==> config.mk <==
export PLATFORM = sky130hd
export DESIGN_NAME = osc_switch
export DESIGN_NICKNAME = d
export VERILOG_FILES = /design/src/design/osc_pkg.sv /design/src/design/switch_if.sv /design/src/design/handover_counter.sv /design/src/design/settle_timer.sv /design/src/design/osc_switch.sv
export SDC_FILE = /design/constraint.sdc
export NUM_CORES = 1
export LEC_CHECK = 0
export ABC_AREA = 1
export ABC_CLOCK_PERIOD_IN_PS = 3700
export BUFFER_PORTS_ARGS = -buffer_cell sky130_fd_sc_hd__buf_2
export CAP_MARGIN = 20
export CELL_PAD_IN_SITES_DETAIL_PLACEMENT = 0
export CELL_PAD_IN_SITES_GLOBAL_PLACEMENT = 1
export CORE_ASPECT_RATIO = 0.9
export CORE_MARGIN = 3
export CORE_UTILIZATION = 30
export CTS_BUF_LIST = sky130_fd_sc_hd__clkbuf_16
export DETAILED_ROUTE_END_ITERATION = 12
export PLACE_DENSITY = 0.62
export SYNTH_ARGS = -nofsm -noshare
export SYNTH_HDL_FRONTEND = slang
export SYNTH_HIERARCHICAL = 1
export SYNTH_SLANG_ARGS = --single-unit
==> constraint.sdc <==
create_clock -name clk -period 3.7 [get_ports clk]
set_input_delay 0.37 -clock clk [delete_from_list [all_inputs] [get_ports clk]]
set_output_delay 0.37 -clock clk [all_outputs]
set_load 0.005 [all_outputs]
==> src/design/osc_pkg.sv <==
package osc_pkg;

  // clock rate of the register side
  localparam int CLK_FREQ_KHZ = 25000;
  // settle time after leaving the low-frequency source, in microseconds
  localparam int SETTLE_TIME_US = 4000;
  localparam int SETTLE_CYCLES = SETTLE_TIME_US * CLK_FREQ_KHZ / 1000;
  // falling edges of the requested clock before the handover
  localparam int HANDOVER_EDGES = 8;

  localparam int ADDR_WIDTH = 8;
  localparam int DATA_WIDTH = 8;
  localparam int FSEL_WIDTH = 3;
  localparam int MODE_WIDTH = 3;
  localparam int IRQ_WIDTH = 2;
  localparam int POSTSCALE_WIDTH = 6;
  localparam int FOSC_DIV_WIDTH = 2;

  // register byte addresses
  localparam logic [7:0] REG_OSC_CONTROL = 8'h00;
  localparam logic [7:0] REG_OSC_MODE = 8'h04;
  localparam logic [7:0] REG_IRQ_STATUS = 8'h08;
  localparam logic [7:0] REG_IRQ_CLEAR = 8'h0C;
  localparam logic [7:0] REG_IRQ_ENABLE = 8'h10;

  // oscillator control field positions
  localparam int FSEL_LSB = 4;
  localparam int FSEL_MSB = 6;
  localparam int SWITCHING_BIT = 3;
  localparam int STABLE_BIT = 2;

  // interrupt event bits
  localparam int IRQ_SWITCH_DONE = 0;
  localparam int IRQ_STABLE = 1;

  // frequency select codes
  localparam logic [2:0] FSEL_LF_RC = 3'h0;
  localparam logic [2:0] FSEL_8MHZ = 3'h7;
  localparam logic [2:0] FSEL_RESET = 3'h0;

  // oscillator modes, one per three-bit code
  typedef enum logic [2:0] {
    crystal_low_power_mode = 3'h0,
    crystal_resonator_mode = 3'h1,
    crystal_high_speed_mode = 3'h2,
    external_clock_pin_free_mode = 3'h3,
    internal_osc_pins_free_mode = 3'h4,
    internal_osc_clock_out_mode = 3'h5,
    ext_res_cap_pin_free_mode = 3'h6,
    ext_res_cap_clock_out_mode = 3'h7
  } osc_mode_type;

  localparam osc_mode_type MODE_RESET = internal_osc_pins_free_mode;

endpackage : osc_pkg

==> src/design/switch_if.sv <==
// handover and settle handshakes between the switch control and its counters
interface switch_if;
  logic start_count;
  logic new_fall;
  logic count_done;
  logic start_settle;
  logic settle_busy;
  logic settle_done;

  modport control (output start_count, output new_fall, output start_settle,
    input count_done, input settle_busy, input settle_done);
  modport counter (input start_count, input new_fall, output count_done);
  modport timer (input start_settle, output settle_busy, output settle_done);
endinterface : switch_if

==> src/design/handover_counter.sv <==
module handover_counter
  import osc_pkg::*;
#(
  parameter int EDGES = HANDOVER_EDGES
) (
  input wire logic clk,
  input wire logic reset,
  switch_if.counter sw
);

  localparam int CW = $clog2(EDGES + 1);
  localparam logic [CW-1:0] LAST = CW'(EDGES - 1);
  // parked one past the last fall, so the done pulse fires once per start
  localparam logic [CW-1:0] IDLE = CW'(EDGES);

  logic [CW-1:0] count;
  logic [CW-1:0] next_count;
  int falls_seen;

  // counts falling edges of the requested clock since the last start_count, raised at the old clock's fall or a retarget
  always_comb begin
    next_count = count;
    if (sw.start_count) begin
      next_count = '0;
    end else if (sw.new_fall && count != IDLE) begin
      next_count = count + CW'(1);
    end
  end

  always_ff @(posedge clk or posedge reset) begin
    if (reset) begin
      count <= IDLE;
    end else begin
      count <= next_count;
    end
  end

  // the eighth fall ends the wait
  assign sw.count_done = sw.new_fall && count == LAST && !sw.start_count;

  // helper: falls seen since the last start
  always_ff @(posedge clk or posedge reset) begin
    if (reset) begin
      falls_seen <= 0;
    end else if (sw.start_count) begin
      falls_seen <= 0;
    end else if (sw.new_fall) begin
      falls_seen <= falls_seen + 1;
    end
  end

  property p_eight_falls;
    @(posedge clk) disable iff (reset)
      sw.count_done |-> falls_seen == EDGES - 1;
  endproperty
  a_eight_falls: assert property (p_eight_falls)
    else $error("handover did not wait for eight falling edges");

endmodule : handover_counter

==> src/design/settle_timer.sv <==
module settle_timer
  import osc_pkg::*;
#(
  parameter int CYCLES = SETTLE_CYCLES
) (
  input wire logic clk,
  input wire logic reset,
  switch_if.timer sw
);

  localparam int TW = $clog2(CYCLES + 1);

  logic [TW-1:0] remain;
  logic [TW-1:0] next_remain;
  int elapsed;

  // a new start reloads the full delay, so back-to-back exits restart it
  always_comb begin
    next_remain = remain;
    if (sw.start_settle) begin
      next_remain = TW'(CYCLES);
    end else if (remain != '0) begin
      next_remain = remain - TW'(1);
    end
  end

  always_ff @(posedge clk or posedge reset) begin
    if (reset) begin
      remain <= '0;
    end else begin
      remain <= next_remain;
    end
  end

  assign sw.settle_busy = remain != '0;
  assign sw.settle_done = remain == TW'(1) && !sw.start_settle;

  // helper: cycles since the last start
  always_ff @(posedge clk or posedge reset) begin
    if (reset) begin
      elapsed <= 0;
    end else if (sw.start_settle) begin
      elapsed <= 1;
    end else if (remain != '0) begin
      elapsed <= elapsed + 1;
    end
  end

  property p_settle_length;
    @(posedge clk) disable iff (reset)
      sw.settle_done |-> elapsed == CYCLES;
  endproperty
  a_settle_length: assert property (p_settle_length)
    else $error("settle delay has the wrong length");

endmodule : settle_timer

==> src/design/osc_switch.sv <==
// Summary of operation
// - eight oscillator modes are chosen by a three-bit mode field.
// - external RC mode drives clock/4 on port A bit six; pin-free modes release it.
// - internal clock-out mode drives clock/4 on bit six; pins-free mode frees both.
// - frequency select picks low-frequency RC, 8 MHz, or six postscaled rates.
// - writing the frequency select changes the chosen frequency at once.
// - the frequency select may be written whatever source runs the clock.
// - leaving code 000 for another code starts a delay of about 4 ms.
// - the stable flag stays clear during that delay.
// - switching between two nonzero codes has no delay and keeps the flag set.
// - a switch waits for a falling edge of the old clock, then holds output low.
// - after eight falling edges of the new clock the output takes the new source.
// - a switch down to code 000 ends after the handover with no delay.
// - code keeps running on the new clock while it settles.
//
// The register addresses and strobed register access were left to the implementer.
module osc_switch
  import osc_pkg::*;
#(
  parameter int SETTLE_COUNT = SETTLE_CYCLES
) (
  input wire logic clk,
  input wire logic reset,
  input wire logic [ADDR_WIDTH-1:0] addr,
  input wire logic [DATA_WIDTH-1:0] wdata,
  input wire logic write_strobe,
  input wire logic read_strobe,
  output logic [DATA_WIDTH-1:0] rdata,
  input wire logic low_freq_rc_source,
  input wire logic main_internal_8mhz_source,
  output logic sys_clock_out,
  input wire logic port_a_bit_six_gpio_out,
  input wire logic port_a_bit_six_gpio_oe_n,
  input wire logic port_a_bit_seven_gpio_out,
  input wire logic port_a_bit_seven_gpio_oe_n,
  output logic port_a_bit_six_out,
  output logic port_a_bit_six_oe_n,
  output logic port_a_bit_seven_out,
  output logic port_a_bit_seven_oe_n,
  output logic irq
);

  typedef enum logic [2:0] {
    st_run = 3'b001,
    st_wait_old_fall = 3'b010,
    st_count_new = 3'b100
  } switch_state_type;

  switch_if sw ();

  // two flip-flop synchronisers for the free-running sources
  logic [1:0] lf_sync;
  logic [1:0] hf_sync;
  logic hf_prev;
  logic [POSTSCALE_WIDTH-1:0] postscale;
  logic [POSTSCALE_WIDTH-1:0] next_postscale;
  logic [2**FSEL_WIDTH-1:0] level_now;
  logic [2**FSEL_WIDTH-1:0] level_prev;

  // register state
  logic [FSEL_WIDTH-1:0] internal_freq_select;
  osc_mode_type oscillator_mode_config;
  logic [IRQ_WIDTH-1:0] irq_status;
  logic [IRQ_WIDTH-1:0] irq_enable;
  logic freq_stable_flag;
  logic [FSEL_WIDTH-1:0] next_freq_select;
  osc_mode_type next_mode;
  logic [IRQ_WIDTH-1:0] next_irq_status;
  logic [IRQ_WIDTH-1:0] next_irq_enable;
  logic next_stable;
  logic [DATA_WIDTH-1:0] next_rdata;

  // switch state
  switch_state_type state;
  switch_state_type next_state;
  logic [FSEL_WIDTH-1:0] cur_code;
  logic [FSEL_WIDTH-1:0] target_code;
  logic [FSEL_WIDTH-1:0] next_cur_code;
  logic [FSEL_WIDTH-1:0] next_target_code;
  logic next_clock_out;
  logic [FOSC_DIV_WIDTH-1:0] fosc_div;
  logic [FOSC_DIV_WIDTH-1:0] next_fosc_div;
  logic fosc_div4;
  logic old_fall;
  logic switch_done;
  logic leave_lf;

  // an address decoder shared by the write and read paths
  function automatic logic hit(input logic [ADDR_WIDTH-1:0] a, input logic [7:0] reg_addr);
    hit = a == reg_addr;
  endfunction : hit

  // postscaler tap for a nonzero code: 111 is the raw 8 MHz, 001 the slowest
  function automatic logic pick_level(input logic [FSEL_WIDTH-1:0] code,
      input logic lf, input logic hf, input logic [POSTSCALE_WIDTH-1:0] ps);
    if (code == FSEL_LF_RC) begin
      pick_level = lf;
    end else if (code == FSEL_8MHZ) begin
      pick_level = hf;
    end else begin
      pick_level = ps[FSEL_8MHZ - code - FSEL_WIDTH'(1)];
    end
  endfunction : pick_level

  // source synchronisers; only the second stage feeds logic
  always_ff @(posedge clk or posedge reset) begin
    if (reset) begin
      lf_sync <= '0;
      hf_sync <= '0;
      hf_prev <= 1'b0;
    end else begin
      lf_sync <= {lf_sync[0], low_freq_rc_source};
      hf_sync <= {hf_sync[0], main_internal_8mhz_source};
      hf_prev <= hf_sync[1];
    end
  end

  // postscaler divides the 8 MHz source by 2 to 64
  always_comb begin
    next_postscale = postscale;
    if (hf_sync[1] && !hf_prev) begin
      next_postscale = postscale + POSTSCALE_WIDTH'(1);
    end
  end

  // one level per code, so any code's falling edge can be seen
  genvar g;
  generate
    for (g = 0; g < 2**FSEL_WIDTH; g++) begin : g_level
      assign level_now[g] = pick_level(FSEL_WIDTH'(g), lf_sync[1], hf_sync[1], postscale);
    end
  endgenerate

  always_ff @(posedge clk or posedge reset) begin
    if (reset) begin
      postscale <= '0;
      level_prev <= '0;
    end else begin
      postscale <= next_postscale;
      level_prev <= level_now;
    end
  end

  assign old_fall = level_prev[cur_code] && !level_now[cur_code];
  assign sw.new_fall = level_prev[target_code] && !level_now[target_code];

  // glitch-free switch: wait for old fall, hold low, count new falls
  always_comb begin
    next_state = state;
    next_cur_code = cur_code;
    next_target_code = target_code;
    next_clock_out = level_now[cur_code];
    sw.start_count = 1'b0;
    switch_done = 1'b0;
    unique case (state)
      st_run: begin
        if (internal_freq_select != cur_code) begin
          next_target_code = internal_freq_select;
          next_state = st_wait_old_fall;
        end
      end
      st_wait_old_fall: begin
        next_target_code = internal_freq_select;
        if (old_fall) begin
          next_clock_out = 1'b0;
          sw.start_count = 1'b1;
          next_state = st_count_new;
        end
      end
      st_count_new: begin
        next_clock_out = 1'b0;
        if (internal_freq_select != target_code) begin
          // a late write restarts the count on the newest request
          next_target_code = internal_freq_select;
          sw.start_count = 1'b1;
        end else if (sw.count_done) begin
          next_cur_code = target_code;
          next_clock_out = level_now[target_code];
          switch_done = 1'b1;
          next_state = st_run;
        end
      end
    endcase
  end

  // only an exit from the low-frequency source needs the settle delay
  assign leave_lf = switch_done && cur_code == FSEL_LF_RC && target_code != FSEL_LF_RC;
  assign sw.start_settle = leave_lf;

  // system clock divided by four, advanced on each output falling edge
  always_comb begin
    next_fosc_div = fosc_div;
    if (sys_clock_out && !next_clock_out) begin
      next_fosc_div = fosc_div + FOSC_DIV_WIDTH'(1);
    end
  end

  always_ff @(posedge clk or posedge reset) begin
    if (reset) begin
      state <= st_run;
      cur_code <= FSEL_RESET;
      target_code <= FSEL_RESET;
      sys_clock_out <= 1'b0;
      fosc_div <= '0;
    end else begin
      state <= next_state;
      cur_code <= next_cur_code;
      target_code <= next_target_code;
      sys_clock_out <= next_clock_out;
      fosc_div <= next_fosc_div;
    end
  end

  assign fosc_div4 = fosc_div[FOSC_DIV_WIDTH-1];

  // pin use follows the oscillator mode; crystal modes leave both pins to the oscillator
  always_comb begin
    port_a_bit_six_out = 1'b0;
    port_a_bit_six_oe_n = 1'b1;
    port_a_bit_seven_out = 1'b0;
    port_a_bit_seven_oe_n = 1'b1;
    unique case (oscillator_mode_config)
      ext_res_cap_clock_out_mode: begin
        port_a_bit_six_out = fosc_div4;
        port_a_bit_six_oe_n = 1'b0;
      end
      ext_res_cap_pin_free_mode, external_clock_pin_free_mode: begin
        port_a_bit_six_out = port_a_bit_six_gpio_out;
        port_a_bit_six_oe_n = port_a_bit_six_gpio_oe_n;
      end
      internal_osc_clock_out_mode: begin
        port_a_bit_six_out = fosc_div4;
        port_a_bit_six_oe_n = 1'b0;
        port_a_bit_seven_out = port_a_bit_seven_gpio_out;
        port_a_bit_seven_oe_n = port_a_bit_seven_gpio_oe_n;
      end
      internal_osc_pins_free_mode: begin
        port_a_bit_six_out = port_a_bit_six_gpio_out;
        port_a_bit_six_oe_n = port_a_bit_six_gpio_oe_n;
        port_a_bit_seven_out = port_a_bit_seven_gpio_out;
        port_a_bit_seven_oe_n = port_a_bit_seven_gpio_oe_n;
      end
      crystal_low_power_mode, crystal_resonator_mode, crystal_high_speed_mode: begin
      end
    endcase
  end

  // register writes, stable flag and sticky events; a set beats a clear
  always_comb begin
    next_freq_select = internal_freq_select;
    next_mode = oscillator_mode_config;
    next_irq_enable = irq_enable;
    next_irq_status = irq_status;
    next_stable = freq_stable_flag;
    next_rdata = '0;
    if (write_strobe && hit(addr, REG_OSC_CONTROL)) begin
      next_freq_select = wdata[FSEL_MSB:FSEL_LSB];
    end
    if (write_strobe && hit(addr, REG_OSC_MODE)) begin
      next_mode = osc_mode_type'(wdata[MODE_WIDTH-1:0]);
    end
    if (write_strobe && hit(addr, REG_IRQ_ENABLE)) begin
      next_irq_enable = wdata[IRQ_WIDTH-1:0];
    end
    if (write_strobe && hit(addr, REG_IRQ_CLEAR)) begin
      next_irq_status = irq_status & ~wdata[IRQ_WIDTH-1:0];
    end
    if (state == st_wait_old_fall && cur_code == FSEL_LF_RC) begin
      next_stable = 1'b0;
    end
    if (sw.settle_done) begin
      next_stable = 1'b1;
      next_irq_status[IRQ_STABLE] = 1'b1;
    end
    if (switch_done) begin
      next_irq_status[IRQ_SWITCH_DONE] = 1'b1;
    end
    if (read_strobe) begin
      if (hit(addr, REG_OSC_CONTROL)) begin
        next_rdata[FSEL_MSB:FSEL_LSB] = internal_freq_select;
        next_rdata[SWITCHING_BIT] = state != st_run;
        next_rdata[STABLE_BIT] = freq_stable_flag;
      end else if (hit(addr, REG_OSC_MODE)) begin
        next_rdata[MODE_WIDTH-1:0] = oscillator_mode_config;
      end else if (hit(addr, REG_IRQ_STATUS)) begin
        next_rdata[IRQ_WIDTH-1:0] = irq_status;
      end else if (hit(addr, REG_IRQ_ENABLE)) begin
        next_rdata[IRQ_WIDTH-1:0] = irq_enable;
      end
    end
  end

  always_ff @(posedge clk or posedge reset) begin
    if (reset) begin
      internal_freq_select <= FSEL_RESET;
      oscillator_mode_config <= MODE_RESET;
      irq_enable <= '0;
      irq_status <= '0;
      freq_stable_flag <= 1'b0;
      rdata <= '0;
    end else begin
      internal_freq_select <= next_freq_select;
      oscillator_mode_config <= next_mode;
      irq_enable <= next_irq_enable;
      irq_status <= next_irq_status;
      freq_stable_flag <= next_stable;
      rdata <= next_rdata;
    end
  end

  assign irq = |(irq_status & irq_enable);

  handover_counter #(.EDGES(HANDOVER_EDGES)) u_counter (.clk(clk), .reset(reset), .sw(sw));
  settle_timer #(.CYCLES(SETTLE_COUNT)) u_timer (.clk(clk), .reset(reset), .sw(sw));

  property p_hold_low;
    @(posedge clk) disable iff (reset)
      state == st_count_new |=> !sys_clock_out || state == st_run;
  endproperty
  a_hold_low: assert property (p_hold_low)
    else $error("clock output not held low during handover");

  property p_write_immediate;
    @(posedge clk) disable iff (reset)
      write_strobe && addr == REG_OSC_CONTROL |=>
        internal_freq_select == $past(wdata[FSEL_MSB:FSEL_LSB]);
  endproperty
  a_write_immediate: assert property (p_write_immediate)
    else $error("frequency select did not take the written value");

  property p_exit_starts_settle;
    @(posedge clk) disable iff (reset)
      switch_done && cur_code == FSEL_LF_RC && target_code != FSEL_LF_RC |=> sw.settle_busy;
  endproperty
  a_exit_starts_settle: assert property (p_exit_starts_settle)
    else $error("settle delay not started after leaving low-frequency source");

  property p_unstable_while_settling;
    @(posedge clk) disable iff (reset)
      sw.settle_busy && !sw.settle_done |-> !freq_stable_flag;
  endproperty
  a_unstable_while_settling: assert property (p_unstable_while_settling)
    else $error("stable flag set during settle delay");

  property p_stable_after_settle;
    @(posedge clk) disable iff (reset)
      sw.settle_done |=> freq_stable_flag ##1 freq_stable_flag;
  endproperty
  a_stable_after_settle: assert property (p_stable_after_settle)
    else $error("stable flag not set when settle delay ended");

  property p_nonzero_keeps_flag;
    @(posedge clk) disable iff (reset)
      state == st_wait_old_fall && cur_code != FSEL_LF_RC && freq_stable_flag
        |=> freq_stable_flag && !sw.settle_busy;
  endproperty
  a_nonzero_keeps_flag: assert property (p_nonzero_keeps_flag)
    else $error("switch between nonzero codes disturbed the stable flag");

  property p_down_no_delay;
    @(posedge clk) disable iff (reset)
      switch_done && target_code == FSEL_LF_RC |=> !sw.settle_busy;
  endproperty
  a_down_no_delay: assert property (p_down_no_delay)
    else $error("switch to low-frequency source started a delay");

  property p_rc_clock_out;
    @(posedge clk) disable iff (reset)
      oscillator_mode_config == ext_res_cap_clock_out_mode |->
        !port_a_bit_six_oe_n && port_a_bit_six_out == fosc_div[FOSC_DIV_WIDTH-1];
  endproperty
  a_rc_clock_out: assert property (p_rc_clock_out)
    else $error("clock/4 missing on port A bit six");

  property p_int_pins_free;
    @(posedge clk) disable iff (reset)
      oscillator_mode_config == internal_osc_pins_free_mode |->
        port_a_bit_six_oe_n == port_a_bit_six_gpio_oe_n &&
        port_a_bit_seven_oe_n == port_a_bit_seven_gpio_oe_n;
  endproperty
  a_int_pins_free: assert property (p_int_pins_free)
    else $error("internal pins-free mode did not release both pins");

endmodule : osc_switch

==> results_dict.tcl <==
set metrics [dict create \
    status "finished, final reports clean" \
    grt_pass1_wl_um 15500 \
    rows 38 \
    crit_chain "inv_2 -> o21ai_0 -> nand2_1 -> nand2_1 -> nand2_1 -> nand4_1 -> nand2_1 -> inv_2 -> nand3_1 -> nor3_2 -> nand4_4 -> nor2_8 -> inv_2 -> nor3_2 -> inv_1 -> nand4_1 -> nand2_1 -> inv_1" \
    clock_sinks 69 \
    io_pins 40 \
    area_growth_pct 16.7 \
    cp-start-kind "register" \
    setup_ws_ns 0.514 \
    hold_depth 1 \
    hold_viol 0 \
    synth.top_cell.area_share 0.436 \
    drive_above_1_share 0.176 \
    avgSynthCellArea_sq_um 7.80 \
    first_pass_iters 5 \
    final_cell_mix "nand2_1, inv_1, dfrtp_1, nor2_1, nand3_1" \
    ys.warnings.count 6 \
    swShare 0.371 \
    clkSlewWorstSetupHoldPaths_ns 0.06 \
    wl_per_cell_um 12.7 \
    cp_top_family "simple AND/OR/NAND/NOR gates" \
    dp_worst_setup_slack_ns 0.344 \
    worst-path-max-fanout 13 \
    vias 3146 \
    worstPathBufferInverterCount 5 \
    yosysUniqueCellTypes 38 \
    gp_congestion 0.803 \
    drt-initial-drc-count 208 \
    power_frac_seq 0.432 \
    clockBufferDepth 2 \
    ys_ff_latch 69 \
    numCtsBuffers 9 \
    endpoint_kind "register" \
    async_reset_ff_frac 1.00 \
    start_util 0.310 \
    grt_overflow 0 \
    port_buffers 36 \
    clk_latency_ns 0.34 \
    nNetsFinal 561 \
    intPower_mw 1.68 \
    crit_cells 18 \
    synth_cells 486 \
    diodes 0 \
    period_minus_slack_ns 3.19 \
    required_ns 3.98 \
    worst_path_max_delay_cell "dfrtp_1" \
    relSlewSlack 0.521 \
    first_global_vias 3093 \
    finalSetupViolations 0 \
    fin_tns_setup_ns 0 \
    final_antenna_net_count 0 \
    clkPwrFrac 0.292 \
    p_leak_nw 2.30 \
    dieArea_sq_um 14000 \
    synthFlopType "dfrtp_1" \
    synth_seq_area_share 0.456 \
    n_fill_cell 1275 \
    finalCritPeriodShare 0.861 \
    routed_wl_um 8810 \
    path_class "register to register" \
    arrival_ns 3.47 \
    crit_top_cell "nand2_1" \
    synth.area.top_cells "dfrtp_1, nand2_1, inv_1" \
    rsz0062_at_grt "false" \
    antenna_found_initial 0 \
    grt_usage 0.137 \
    p_sw_uw 990 \
    htreeDepth 3 \
    syn-cell-area_sq_um 3790 \
    routed_via_density 4.53 \
    p_comb_frac 0.276 \
    syn-num-nets 517 \
    die_w_um 124 \
    post-route-util 0.362 \
    yosysTopAreaCell "dfrtp_1" \
    cp_slowest_stage_delay_ns 0.61 \
    timing.fmax_ghz 0.314 \
    drc_errors 0 \
    worst_pin_slew_ns 0.717 \
    maxCapViolations 0 \
    synth_edf_count 0 \
    fin_worst_skew_ns 0.00780 \
    core-area_sq_um 12200 \
    cts_tree "yes" \
    die_h_um 113 \
    grt_start_max_net_pins 49 \
    ctsRootBufferMaster "clkbuf_16" \
    postCtsSetupRepairBufs 0 \
    p_per_area_nw_per_um2 603 \
    final_common_cell "nand2_1" \
    ir_drop_mv 0.198 \
    reg2reg_depth 18 \
    finalMaxSlewViolations 0 \
    dp_hpwl_um 6590 \
    holdCritPathClass "input port to register" \
]
## cell type report
type	instances	area, sq um	area share
clock buffer	9	225	0.0509
clock inverter	7	41.3	0.00934
inverter	77	289	0.0653
multi-input combinational	333	1710	0.387
sequential	69	1730	0.391
tap	160	200	0.0453
timing repair buffer	40	225	0.0509
## path summary, 6_finish.rpt
| path | startpoint | end | slack (ns) |
|---|---|---|---|
| worst max-delay path | cur_code[0] | u_timer/remain[7] | 0.51 |
| worst min-delay path | main_internal_8mhz_source | hf_sync[0] | 0.14 |
| worst max register to register | cur_code[0] | u_timer/remain[7] | 0.51 |
| worst min register to register | hf_sync[0] | hf_sync[1] | 0.35 |
| max in group asynchronous | reset | u_timer/remain[9] | 2.52 |
| min in group asynchronous | reset | u_counter/count[2] | 0.48 |
## power groups by stage
stage	sequential (mW)	combinational, mW	clock [mW]
after floorplan	1.09	0.612	0
after global placement	1.16	0.722	0
after detailed placement	1.16	0.738	0
after CTS	1.15	0.743	0.809
after global routing	1.19	0.884	0.848
final	1.15	0.736	0.779
## flip-flops by register name (all words and copies together), names as in the netlist
name,cells
internal_freq_select,3
u_counter/count,4
u_timer/remain,17
rdata,7
level_prev,7
irq_enable,2
lf_sync,2
oscillator_mode_config,3
target_code,3
state,3
hf_sync,2
fosc_div,2
cur_code,3
sys_clock_out,1
hf_prev,1
irq_status,2
postscale,6
freq_stable_flag,1
## worst reg2reg max path: stages, from the launching register on
cell     delay (ns)
dfrtp_1        0.61
inv_2          0.16
o21ai_0        0.21
nand2_1        0.09
nand2_1        0.07
nand2_1        0.07
nand4_1        0.09
nand2_1        0.10
inv_2          0.13
nand3_1        0.10
nor3_2         0.29
nand4_4        0.17
nor2_8         0.17
inv_2          0.07
nor3_2         0.14
inv_1          0.22
nand4_1        0.28
nand2_1        0.09
inv_1          0.05
## synth_stat cells (3+ instances only)
cell type  count
nand3_2        3
nand2_4        3
buf_6          4
o21ai_0       30
xor2_1         5
or2_2          3
nand3_1       40
nand2_1      125
nor2_4         4
nor4_1         3
xnor2_1        3
nand4_1       13
o21ai_1        3
inv_2          5
inv_1         72
dfstp_2        3
nor2_1        49
nor2_2         4
ha_1           5
a21oi_1       12
nand2_2        7
nor3_1         5
dfrtp_1       66
## cells by family (layout without fill, tap and decap cells)
group / Yosys count / count (layout) / synth area share
flops: 69 / 69 / 0.456
other cells: 1 / 1 / 0.000989
buf+inv: 84 / 133 / 0.0934
simple gates: 267 / 267 / 0.338
xor+xnor: 9 / 9 / 0.0228
compound gates: 51 / 51 / 0.0716
fa+ha+maj: 5 / 5 / 0.0165
## through the flow
stage | power (mW) | cell area [sq um] | std cells | hold WS [ns]
2_1_floorplan | 1.71 | 3790 | 486 | 0.135
3_3_place_gp | 1.88 | 4120 | 677 | 0.304
3_5_place_dp | 1.90 | 4120 | 677 | 0.300
4_1_cts | 2.71 | 4400 | 694 | 0.124
5_1_grt | 2.92 | 4420 | 695 | 0.129
6_report | 2.67 | 4420 | 695 | 0.140
## per-layer routing
layer	vias up	global-route usage	wire, um
li1	1627	-	-
met1	1446	0.189	4480
met2	61	0.207	3780
met3	12	0.0419	411
met4	0	0.0460	131
met5	-	0	0
## what timing repair did
item                                    in CTS  in global routing
hold endpoints to repair                     3                  0
endpoints found under the setup margin       0                  4
gates resized for setup                      0                  1
hold buffers                                 1                  0
Note: power is estimated with default switching activity, not from simulation.
